**config.mk**
```make
export PLATFORM = sky130hd
export DESIGN_NAME = panel_ctrl
export DESIGN_NICKNAME = d
export VERILOG_FILES = /design/src/include/panel_pkg.sv /design/src/include/key_if.sv /design/src/hw/key_classifier.sv /design/src/hw/flash_gen.sv /design/src/hw/panel_ctrl.sv
export SDC_FILE = /design/constraint.sdc
export NUM_CORES = 1
export LEC_CHECK = 0
export BUFFER_PORTS_ARGS = -buffer_cell sky130_fd_sc_hd__buf_2
export CORE_AREA = 2 2 164 166
export CTS_BUF_LIST = sky130_fd_sc_hd__clkbuf_8
export CTS_CLUSTER_SIZE = 40
export DETAILED_ROUTE_END_ITERATION = 16
export DIE_AREA = 0 0 166 168
export PLACE_DENSITY = 0.58
export SYNTH_ARGS = -nofsm -noshare
export SYNTH_HDL_FRONTEND = slang
export SYNTH_SLANG_ARGS = --single-unit
```
**constraint.sdc**
```tcl
create_clock -name mclk -period 10.31 [get_ports mclk]
set_clock_uncertainty 0.15 [all_clocks]
set_input_delay 2.062 -clock mclk [delete_from_list [all_inputs] [get_ports mclk]]
set_output_delay 2.062 -clock mclk [all_outputs]
set_load 0.01 [all_outputs]
```
**src/include/panel_pkg.sv**
```systemverilog
// Purpose : shared constants and types for the local key and led panel
// Assumes : mclk at 200 MHz
// Notes   : times are named in ms, counts derived from the clock rate
package panel_pkg;
    localparam int unsigned CLK_HZ         = 200_000_000;
    localparam int unsigned SHORT_LIMIT_MS = 2000;
    localparam int unsigned TEST_HOLD_MS   = 4000;
    localparam int unsigned CHECK_MIN_MS   = 10000;
    localparam int unsigned RESULT_MS      = 12000;
    localparam int unsigned DEBOUNCE_MS    = 10;
    localparam int unsigned SLOW_HALF_MS   = 500;
    localparam int unsigned FAST_HALF_MS   = 100;
    localparam int unsigned CYC_PER_MS     = CLK_HZ / 1000;
    localparam int unsigned SHORT_LIMIT_CYC = SHORT_LIMIT_MS * CYC_PER_MS;
    localparam int unsigned TEST_HOLD_CYC   = TEST_HOLD_MS * CYC_PER_MS;
    localparam int unsigned CHECK_MIN_CYC   = CHECK_MIN_MS * CYC_PER_MS;
    localparam int unsigned RESULT_CYC      = RESULT_MS * CYC_PER_MS;
    localparam int unsigned DEBOUNCE_CYC    = DEBOUNCE_MS * CYC_PER_MS;
    localparam int unsigned SLOW_HALF_CYC   = SLOW_HALF_MS * CYC_PER_MS;
    localparam int unsigned FAST_HALF_CYC   = FAST_HALF_MS * CYC_PER_MS;
    localparam int unsigned CODE_W          = 32;
    localparam logic [1:0]  SEL_WIRELESS    = 2'h0;
    localparam logic [1:0]  SEL_TEST        = 2'h1;
    localparam logic [1:0]  SEL_LOCK        = 2'h2;
    localparam logic        RESET_LOCKED    = 1'b1;
    localparam logic        RESET_WIRELESS  = 1'b0;
    localparam logic        RESET_FULL_ROLE = 1'b1;
    typedef enum logic [2:0] {
        PT_IDLE, PT_RUN, PT_PASS, PT_FAIL, PT_REFUSED
    } pt_state_t;
endpackage : panel_pkg

```
**src/include/key_if.sv**
```systemverilog
// Purpose : carries classified key events from key_classifier to the top
// Assumes : single mclk domain
// Notes   : all signals are one-cycle pulses
interface key_if;
    logic short_press;  // released before the short limit
    logic long_press;   // held past the short limit, pulsed once
    logic test_hold;    // held past the test limit, pulsed once
    modport src (output short_press, output long_press, output test_hold);
    modport dst (input short_press, input long_press, input test_hold);
endinterface : key_if

```
**src/hw/key_classifier.sv**
```systemverilog
// Purpose : synchronise, debounce and time the operating key
// Assumes : key_n is an asynchronous pin, active low
// Notes   : long and test-hold events fire while the key is still held
module key_classifier
    import panel_pkg::*;
#(
    parameter int unsigned DEB_CYC   = DEBOUNCE_CYC,
    parameter int unsigned SHORT_CYC = SHORT_LIMIT_CYC,
    parameter int unsigned HOLD_CYC  = TEST_HOLD_CYC
) (
    input  wire logic mclk,
    input  wire logic rst,
    input  wire logic ce,
    input  wire logic key_n,
    key_if.src        ev
);
    typedef struct packed {
        logic        s1;
        logic        s2;
        logic        stable;
        logic [31:0] deb;
        logic [31:0] held;
        logic        long_done;
        logic        hold_done;
        logic        sp;
        logic        lp;
        logic        th;
    } kc_t;
    kc_t st_r, st_nxt;

    // debounce then measure the press on the clean level
    always_comb begin
        st_nxt    = st_r;
        st_nxt.s1 = ~key_n;
        st_nxt.s2 = st_r.s1;
        st_nxt.sp = 1'b0;
        st_nxt.lp = 1'b0;
        st_nxt.th = 1'b0;
        if (st_r.s2 != st_r.stable) begin
            st_nxt.deb = st_r.deb + 32'h1;
            if (st_r.deb >= DEB_CYC) begin
                st_nxt.stable = st_r.s2;
                st_nxt.deb    = '0;
            end
        end else begin
            st_nxt.deb = '0;
        end
        if (st_r.stable) begin
            if (st_r.held != 32'hFFFFFFFF) begin
                st_nxt.held = st_r.held + 32'h1;
            end
            if (st_r.held >= SHORT_CYC && !st_r.long_done) begin
                st_nxt.lp        = 1'b1;
                st_nxt.long_done = 1'b1;
            end
            if (st_r.held >= HOLD_CYC && !st_r.hold_done) begin
                st_nxt.th        = 1'b1;
                st_nxt.hold_done = 1'b1;
            end
        end else begin
            // a release before the limit is a short press
            st_nxt.sp        = (st_r.held != '0) && !st_r.long_done;
            st_nxt.held      = '0;
            st_nxt.long_done = 1'b0;
            st_nxt.hold_done = 1'b0;
        end
    end

    always_ff @(posedge mclk or posedge rst) begin
        if (rst) begin
            st_r <= '0;
        end else if (ce) begin
            st_r <= st_nxt;
        end
    end

    assign ev.short_press = st_r.sp & ce;
    assign ev.long_press  = st_r.lp & ce;
    assign ev.test_hold   = st_r.th & ce;
endmodule : key_classifier

```
**src/hw/flash_gen.sv**
```systemverilog
// Purpose : free running slow and fast flash square waves
// Assumes : ce freezes the phase
// Notes   : slow blink marks a selected active function, fast an inactive one
module flash_gen
    import panel_pkg::*;
#(
    parameter int unsigned SLOW_CYC = SLOW_HALF_CYC,
    parameter int unsigned FAST_CYC = FAST_HALF_CYC
) (
    input  wire logic mclk,
    input  wire logic rst,
    input  wire logic ce,
    output logic      slow,
    output logic      fast
);
    typedef struct packed {
        logic [31:0] sc;
        logic [31:0] fc;
        logic        slow;
        logic        fast;
    } fg_t;
    fg_t st_r, st_nxt;

    // two independent half-period dividers
    always_comb begin
        st_nxt    = st_r;
        st_nxt.sc = st_r.sc + 32'h1;
        st_nxt.fc = st_r.fc + 32'h1;
        if (st_r.sc >= SLOW_CYC - 1) begin
            st_nxt.sc   = '0;
            st_nxt.slow = ~st_r.slow;
        end
        if (st_r.fc >= FAST_CYC - 1) begin
            st_nxt.fc   = '0;
            st_nxt.fast = ~st_r.fast;
        end
    end

    always_ff @(posedge mclk or posedge rst) begin
        if (rst) begin
            st_r <= '0;
        end else if (ce) begin
            st_r <= st_nxt;
        end
    end

    assign slow = st_r.slow;
    assign fast = st_r.fast;
endmodule : flash_gen

```
**src/hw/panel_ctrl.sv**
```systemverilog
// Purpose : local key and led panel controller with proof test and user roles
// Assumes : level and safety inputs come from logic on mclk
// Notes   : led outputs are registered; loop current demand is a flag
//
// Functional notes
// - short under 2 s, long beyond 2 s
// - short advances selection, long acts on it
// - selected led flashes, pattern shows active state
// - wireless enabled blocks local key operation
// - long on wireless toggles enable, led follows
// - lock led mirrors key lock state
// - unlock: long, shorts to lock, long
// - test led flashes while check runs
// - test starts only from OK 16 mA state
// - no test while output in demand
// - hold over 4 s on test launches check
// - check drives output to 8 mA demand
// - check lasts at least 10 s
// - pass: test led steady 12 s, others dark
// - fail: three leds fast flash 12 s
// - refused test: three leds flash together
// - two roles: full access and read only
// - start in full access role
// - set code gives read only, match restores
// - wrong code keeps read only rights
// - reversed serial resets code to original
module panel_ctrl
    import panel_pkg::*;
#(
    parameter int unsigned          CHECK_CYC = CHECK_MIN_CYC,
    parameter int unsigned          SHOW_CYC  = RESULT_CYC,
    parameter int unsigned          DEB_CYC   = DEBOUNCE_CYC,
    parameter int unsigned          SHORT_CYC = SHORT_LIMIT_CYC,
    parameter int unsigned          HOLD_CYC  = TEST_HOLD_CYC,
    parameter logic [CODE_W-1:0]    SERIAL_NO = 32'h1234ABCD  // arbitrary value
) (
    input  wire logic              mclk,
    input  wire logic              rst,
    input  wire logic              ce,
    input  wire logic              key_n,
    input  wire logic              safety_max,
    input  wire logic              sensor_covered,
    input  wire logic              check_ok,
    input  wire logic              check_done,
    input  wire logic              wireless_set,
    input  wire logic              wireless_clr,
    input  wire logic              code_assign,
    input  wire logic              code_enter,
    input  wire logic [CODE_W-1:0] code_value,
    output logic                   led_wireless,
    output logic                   led_test,
    output logic                   led_lock,
    output logic                   demand_out,
    output logic                   wireless_en,
    output logic                   key_locked,
    output logic                   full_access,
    output logic                   test_busy
);
    key_if kev ();

    logic slow;
    logic fast;

    key_classifier #(
        .DEB_CYC   (DEB_CYC),
        .SHORT_CYC (SHORT_CYC),
        .HOLD_CYC  (HOLD_CYC)
    ) u_key (
        .mclk  (mclk),
        .rst   (rst),
        .ce    (ce),
        .key_n (key_n),
        .ev    (kev)
    );

    flash_gen u_flash (
        .mclk (mclk),
        .rst  (rst),
        .ce   (ce),
        .slow (slow),
        .fast (fast)
    );

    // bit reversal of a code word, used for the reset code
    function automatic logic [CODE_W-1:0] rev_bits(input logic [CODE_W-1:0] v);
        logic [CODE_W-1:0] r;
        r = '0;
        for (int i = 0; i < CODE_W; i++) begin
            r[i] = v[CODE_W-1-i];
        end
        return r;
    endfunction : rev_bits

    // ----------------------------------------------------------------
    // state
    // ----------------------------------------------------------------
    typedef struct packed {
        logic              locked;
        logic              wl_en;
        logic              menu;
        logic [1:0]        sel;
        pt_state_t         pt;
        logic [31:0]       tmr;
        logic              got_done;
        logic              got_ok;
        logic              demand;
        logic              full;
        logic              has_code;
        logic [CODE_W-1:0] code;
        logic              led_w;
        logic              led_t;
        logic              led_l;
    } pc_t;
    pc_t st_r, st_nxt;

    logic ok_state;
    logic busy;

    // OK is 16 mA: max with fork free, or min with fork covered
    assign ok_state  = safety_max ^ sensor_covered;
    assign busy      = (st_r.pt != PT_IDLE);

    // ----------------------------------------------------------------
    // next state
    // ----------------------------------------------------------------
    always_comb begin
        st_nxt = st_r;
        // remote enable requests from the wireless side, overridden by a key action below
        if (wireless_set) begin
            st_nxt.wl_en = 1'b1;
        end else if (wireless_clr) begin
            st_nxt.wl_en = 1'b0;
        end

        // key navigation, dead while wireless is on or a test runs
        if (!st_r.wl_en && !busy) begin
            if (kev.long_press && !st_r.menu) begin
                st_nxt.menu = 1'b1;
                st_nxt.sel  = SEL_WIRELESS;
            end else if (kev.short_press && st_r.menu) begin
                st_nxt.sel = (st_r.sel == SEL_LOCK) ? SEL_WIRELESS
                                                   : st_r.sel + 2'h1;
            end else if (kev.long_press && st_r.menu) begin
                unique case (st_r.sel)
                    SEL_LOCK: begin
                        st_nxt.locked = ~st_r.locked;
                        st_nxt.menu   = 1'b0;
                    end
                    SEL_WIRELESS: begin
                        if (!st_r.locked) begin
                            st_nxt.wl_en = 1'b1;
                            st_nxt.menu  = 1'b0;
                        end
                    end
                    default: ; // test is launched by the longer hold
                endcase
            end else if (kev.test_hold && st_r.menu && st_r.sel == SEL_TEST &&
                         !st_r.locked) begin
                st_nxt.menu = 1'b0;
                st_nxt.tmr  = '0;
                if (ok_state) begin
                    st_nxt.pt       = PT_RUN;
                    st_nxt.demand   = 1'b1;
                    st_nxt.got_done = 1'b0;
                    st_nxt.got_ok   = 1'b0;
                end else begin
                    st_nxt.pt = PT_REFUSED;
                end
            end
        end else if (st_r.wl_en && kev.long_press &&
                     st_r.sel == SEL_WIRELESS) begin // menu closed on enable, selection kept
            st_nxt.wl_en = 1'b0;
            st_nxt.menu  = 1'b0;
        end

        // proof test sequencer
        unique case (st_r.pt)
            PT_IDLE: ;
            PT_RUN: begin
                st_nxt.tmr = st_r.tmr + 32'h1;
                if (check_done && !st_r.got_done) begin
                    st_nxt.got_done = 1'b1;
                    st_nxt.got_ok   = check_ok;
                end
                if (st_r.tmr >= CHECK_CYC - 1 && st_r.got_done) begin
                    st_nxt.tmr    = '0;
                    st_nxt.demand = 1'b0;
                    st_nxt.pt     = st_r.got_ok ? PT_PASS : PT_FAIL;
                end
            end
            PT_PASS, PT_FAIL, PT_REFUSED: begin
                st_nxt.tmr = st_r.tmr + 32'h1;
                if (st_r.tmr >= SHOW_CYC - 1) begin
                    st_nxt.tmr = '0;
                    st_nxt.pt  = PT_IDLE;
                end
            end
        endcase

        // access code and user role
        if (code_assign) begin
            st_nxt.code     = code_value;
            st_nxt.has_code = 1'b1;
            st_nxt.full     = 1'b0;
        end else if (code_enter) begin
            if (code_value == rev_bits(SERIAL_NO)) begin
                st_nxt.code     = SERIAL_NO;
                st_nxt.has_code = 1'b1;
            end else if (!st_r.has_code || code_value == st_r.code) begin
                st_nxt.full = 1'b1;
            end else begin
                st_nxt.full = 1'b0;
            end
        end

        // led drive
        st_nxt.led_w = st_nxt.wl_en;
        st_nxt.led_l = st_nxt.locked;
        st_nxt.led_t = 1'b0;
        if (st_r.menu) begin
            // slow blink when the selected function is on, fast when off
            unique case (st_r.sel)
                SEL_WIRELESS: st_nxt.led_w = st_r.wl_en ? slow : fast;
                SEL_TEST:     st_nxt.led_t = fast;
                SEL_LOCK:     st_nxt.led_l = st_r.locked ? slow : fast;
                default: ;
            endcase
        end
        unique case (st_r.pt)
            PT_IDLE: ;
            PT_RUN: st_nxt.led_t = slow;
            PT_PASS: begin
                st_nxt.led_t = 1'b1;
                st_nxt.led_w = 1'b0;
                st_nxt.led_l = 1'b0;
            end
            PT_FAIL: begin
                st_nxt.led_t = fast;
                st_nxt.led_w = fast;
                st_nxt.led_l = fast;
            end
            PT_REFUSED: begin
                st_nxt.led_t = slow;
                st_nxt.led_w = slow;
                st_nxt.led_l = slow;
            end
        endcase
    end

    // ----------------------------------------------------------------
    // registers
    // ----------------------------------------------------------------
    always_ff @(posedge mclk or posedge rst) begin
        if (rst) begin
            st_r          <= '0;
            st_r.locked   <= RESET_LOCKED;
            st_r.wl_en    <= RESET_WIRELESS;
            st_r.full     <= RESET_FULL_ROLE;
        end else if (ce) begin
            st_r <= st_nxt;
        end
    end

    assign led_wireless = st_r.led_w;
    assign led_test     = st_r.led_t;
    assign led_lock     = st_r.led_l;
    assign demand_out   = st_r.demand;
    assign wireless_en  = st_r.wl_en;
    assign key_locked   = st_r.locked;
    assign full_access  = st_r.full;
    assign test_busy    = busy;
endmodule : panel_ctrl

```
==> impl_metrics.toml <==
[setup_path]
path_max_fanout = 52
r2r-start = "st_r[52]"
path_class = "in2reg"
arrival_ps = 4700
crit_required_ps = 10630
end_kind = "flip-flop"
startpoint_type = "input pin"
cp-startpoint = "ce"

[cts]
clkTransAtPathRegs_ps = 50
cts-resized-gates = 0
cts_root_buffer = "clkbuf_8"
hold_buffers = 0
insertion_delay_ps = 540
clock-sinks = 218
postCtsSetupRepairBufs = 0
cts_made_buffers = 40
cts_tree = "built"
htree_levels = 2
cts_max_path_buffers = 3

[die]
io_pins = 52
die_h_um = 168
dieWidth_um = 166
dieArea_sq_um = 27900
core_area_sq_um = 26400
fp-row-count = 60
start_util_pct = 43.8

[yosys]
synth_top_family_by_area = "simple AND/OR/NAND/NOR gates"
avgSynthCellArea_sq_um = 9.34
muxShareOfSynthArea_pct = 0.466
netlist_instances = 1235
synth_simple_gate_area_share_pct = 27.0
synth-edff-count = 0
synth-adder-area-share_pct = 0.759
synth_ff_type = "dfrtp_1"
synth-xor-area-share_pct = 9.03
synth-compound-area-share_pct = 12.4
yosysUniqueCellTypes = 73
syn_area_sq_um = 11500
yosysWarnings = 0
ys_seq_area_share_pct = 47.3
synthesis.nets = 1286
synth_seq_cells = 218
synthArstFlopShare_pct = 100

[power_and_ir_drop]
max-vdd-ir-drop_mv = 0.0930
leakagePower_nw = 5.69
power.share.switching_pct = 27.2
seqPwrFrac_pct = 50.1
power_density_nw_per_um2 = 150
p_clk_share_pct = 40.5
power_frac_comb_pct = 9.3
switchingPower_w = 0.000521
internal_power_w = 0.00139

[timing]
fmax_mhz = 228
whs_ps = 313
fin_crit_ps = 4390
worst_pin_slew_ps = 1110
rsz0062_at_grt = "no"
slew_headroom_pct = 25.9
setup_violations = 0
fin_crit_sh_pct = 42.5
slew_viol_final = 0
hold_violations = 0
tns_ps = 0

[route]
wirelength_um = 25300
drcViolationCount = 0
vias = 9025
drt_first_pass_iters = 4
wire_per_inst_um = 15.3
drt-initial-drc-count = 573
antenna_left = 0
vias_per_cell = 5.46

[placed_design]
dp_cells = 1585
finalWeightedCongestion = 0.791
port_buffers = 51
dpl.hpwl_um = 16800

[finish]
syn_to_final_growth_pct = 10.8
layout-drive-gt1-share_pct = 11.7
fin_nets = 1337
antennaDiodeCount = 0
fin_cells = 1653

[global_routing]
grtUsageTotal_pct = 18.6
grt_overflow = 0
antenna_found_initial = 0
grt_start_max_net_pins = 75
grt_pass1_wl_um = 44100
grt_pass1_vias = 9079

[min_path]
min_from = "full_access"
hold_path_class = "reg2reg"

[run]
cap_violations = 0

[outcome]
outcome = "completed"
## final cells by class
class,instances,area (sq um)
Fill cell,2544,13600
Multi-Input combinational cell,940,5730
Tap cell,341,427
Clock buffer,47,647
Inverter,27,109
Clock inverter,21,93.8
Sequential cell,218,5460
Timing Repair Buffer,59,315
## critical path, stage by stage
cell and delay (ps):
buf_2 80, buf_4 400, buf_4 490, nand2_1 110, nor4_2 310, nor2_1 90, buf_4 230, nor2_1 620
a22o_1 260
## routing by layer
metal / GRT usage [%] / up-vias / share of wire, %
met2: 29.5 / 149 / 45
met5: 0 / - / 0
li1: - / 4496 / -
met3: 3.57 / 45 / 4.1
met1: 26.1 / 4335 / 49
met4: 5.07 / 0 / 2.0
## layout by cell type (no fill, tap or decap), types with 14 or more instances in the layout
| master | instances |
|---|---|
| dfrtp_1 | 216 |
| nand2_1 | 149 |
| nor2_1 | 147 |
| nand3_1 | 99 |
| xor2_1 | 91 |
| o21ai_0 | 55 |
| buf_2 | 51 |
| clkbuf_8 | 47 |
| inv_1 | 39 |
| nand4_1 | 35 |
| and3_1 | 28 |
| nor4_1 | 28 |
| xnor2_1 | 28 |
| a21oi_1 | 22 |
| nor2b_1 | 20 |
| nor3_1 | 18 |
| o22a_1 | 15 |
| and4_1 | 14 |
| o31ai_1 | 14 |
## path summary, 6_finish.rpt
| path | to | slack [ps] | cells past startpoint |
|---|---|---|---|
| max in group asynchronous | u_flash.st_r[52] | 6350 | 4 |
| setup / recovery | st_r[48] | 5920 | 9 |
| hold / removal | full_access | 310 | 2 |
| hold reg to reg | full_access | 310 | 2 |
| min in group asynchronous | st_r[43] | 1440 | 2 |
| setup reg to reg | st_r[48] | 7290 | 7 |
## sequential cells by signal, summed over array words and instances (netlist names)
name          cells
u_flash.st_r     64
u_key.st_r       71
wireless_en       1
demand_out        1
led_lock          1
led_test          1
full_access       1
u_key.st_nxt      1
led_wireless      1
u_flash.slow      1
st_r             73
u_flash.fast      1
key_locked        1
## power groups by stage
stage	combinational, W	clock [W]	sequential [W]
final	0.000179	0.000775	0.000958
after CTS	0.000182	0.000805	0.000957
after detailed placement	0.000182	0	0.000971
after global routing	0.000207	0.000844	0.000965
after floorplan	0.000134	0	0.000959
after global placement	0.000178	0	0.000971
## cell families (layout without fill, tap and decap cells)
kind of cell | after synthesis | count (layout)
multiplexers | 5 | 5
flip-flops | 218 | 218
adder cells (fa/ha/maj) | 7 | 7
XOR/XNOR | 119 | 119
AND/OR/NAND/NOR | 609 | 609
AO/OA/AOI/OAI | 200 | 200
buffers and inverters | 77 | 154
## synth_stat cells (9+ instances only)
library cell / count / area (sq um)
and3_1: 28 / 175
dfrtp_1: 216 / 5410
nand3_1: 99 / 495
buf_2: 10 / 50.1
nor2_1: 148 / 556
inv_1: 27 / 101
o31ai_1: 14 / 105
and2_1: 9 / 56.3
o21ai_0: 55 / 275
nand4_1: 35 / 219
nor2b_1: 20 / 125
o22a_1: 15 / 131
xor2_1: 91 / 797
nor3_1: 18 / 90.1
o21ai_1: 11 / 55.1
and4_1: 14 / 123
clkbuf_1: 33 / 124
nand2_1: 149 / 559
nor4_1: 28 / 175
a22o_1: 13 / 114
a21oi_1: 22 / 110
xnor2_1: 28 / 245
a31oi_1: 12 / 75.1
nand2b_1: 11 / 68.8
## metrics by stage
stage          total power, W  utilization, %  worst slack, ps  instance area, sq um
4_1_cts               0.00194            48.5             5910                 12800
2_1_floorplan         0.00109               -             2140                 11500
6_report              0.00191            48.5             5920                 12800
3_5_place_dp          0.00115            45.7             5360                 12000
5_1_grt               0.00202            48.5             5580                 12800
3_3_place_gp          0.00115            45.7             5380                 12000
Power figures use the tool's default switching activity.
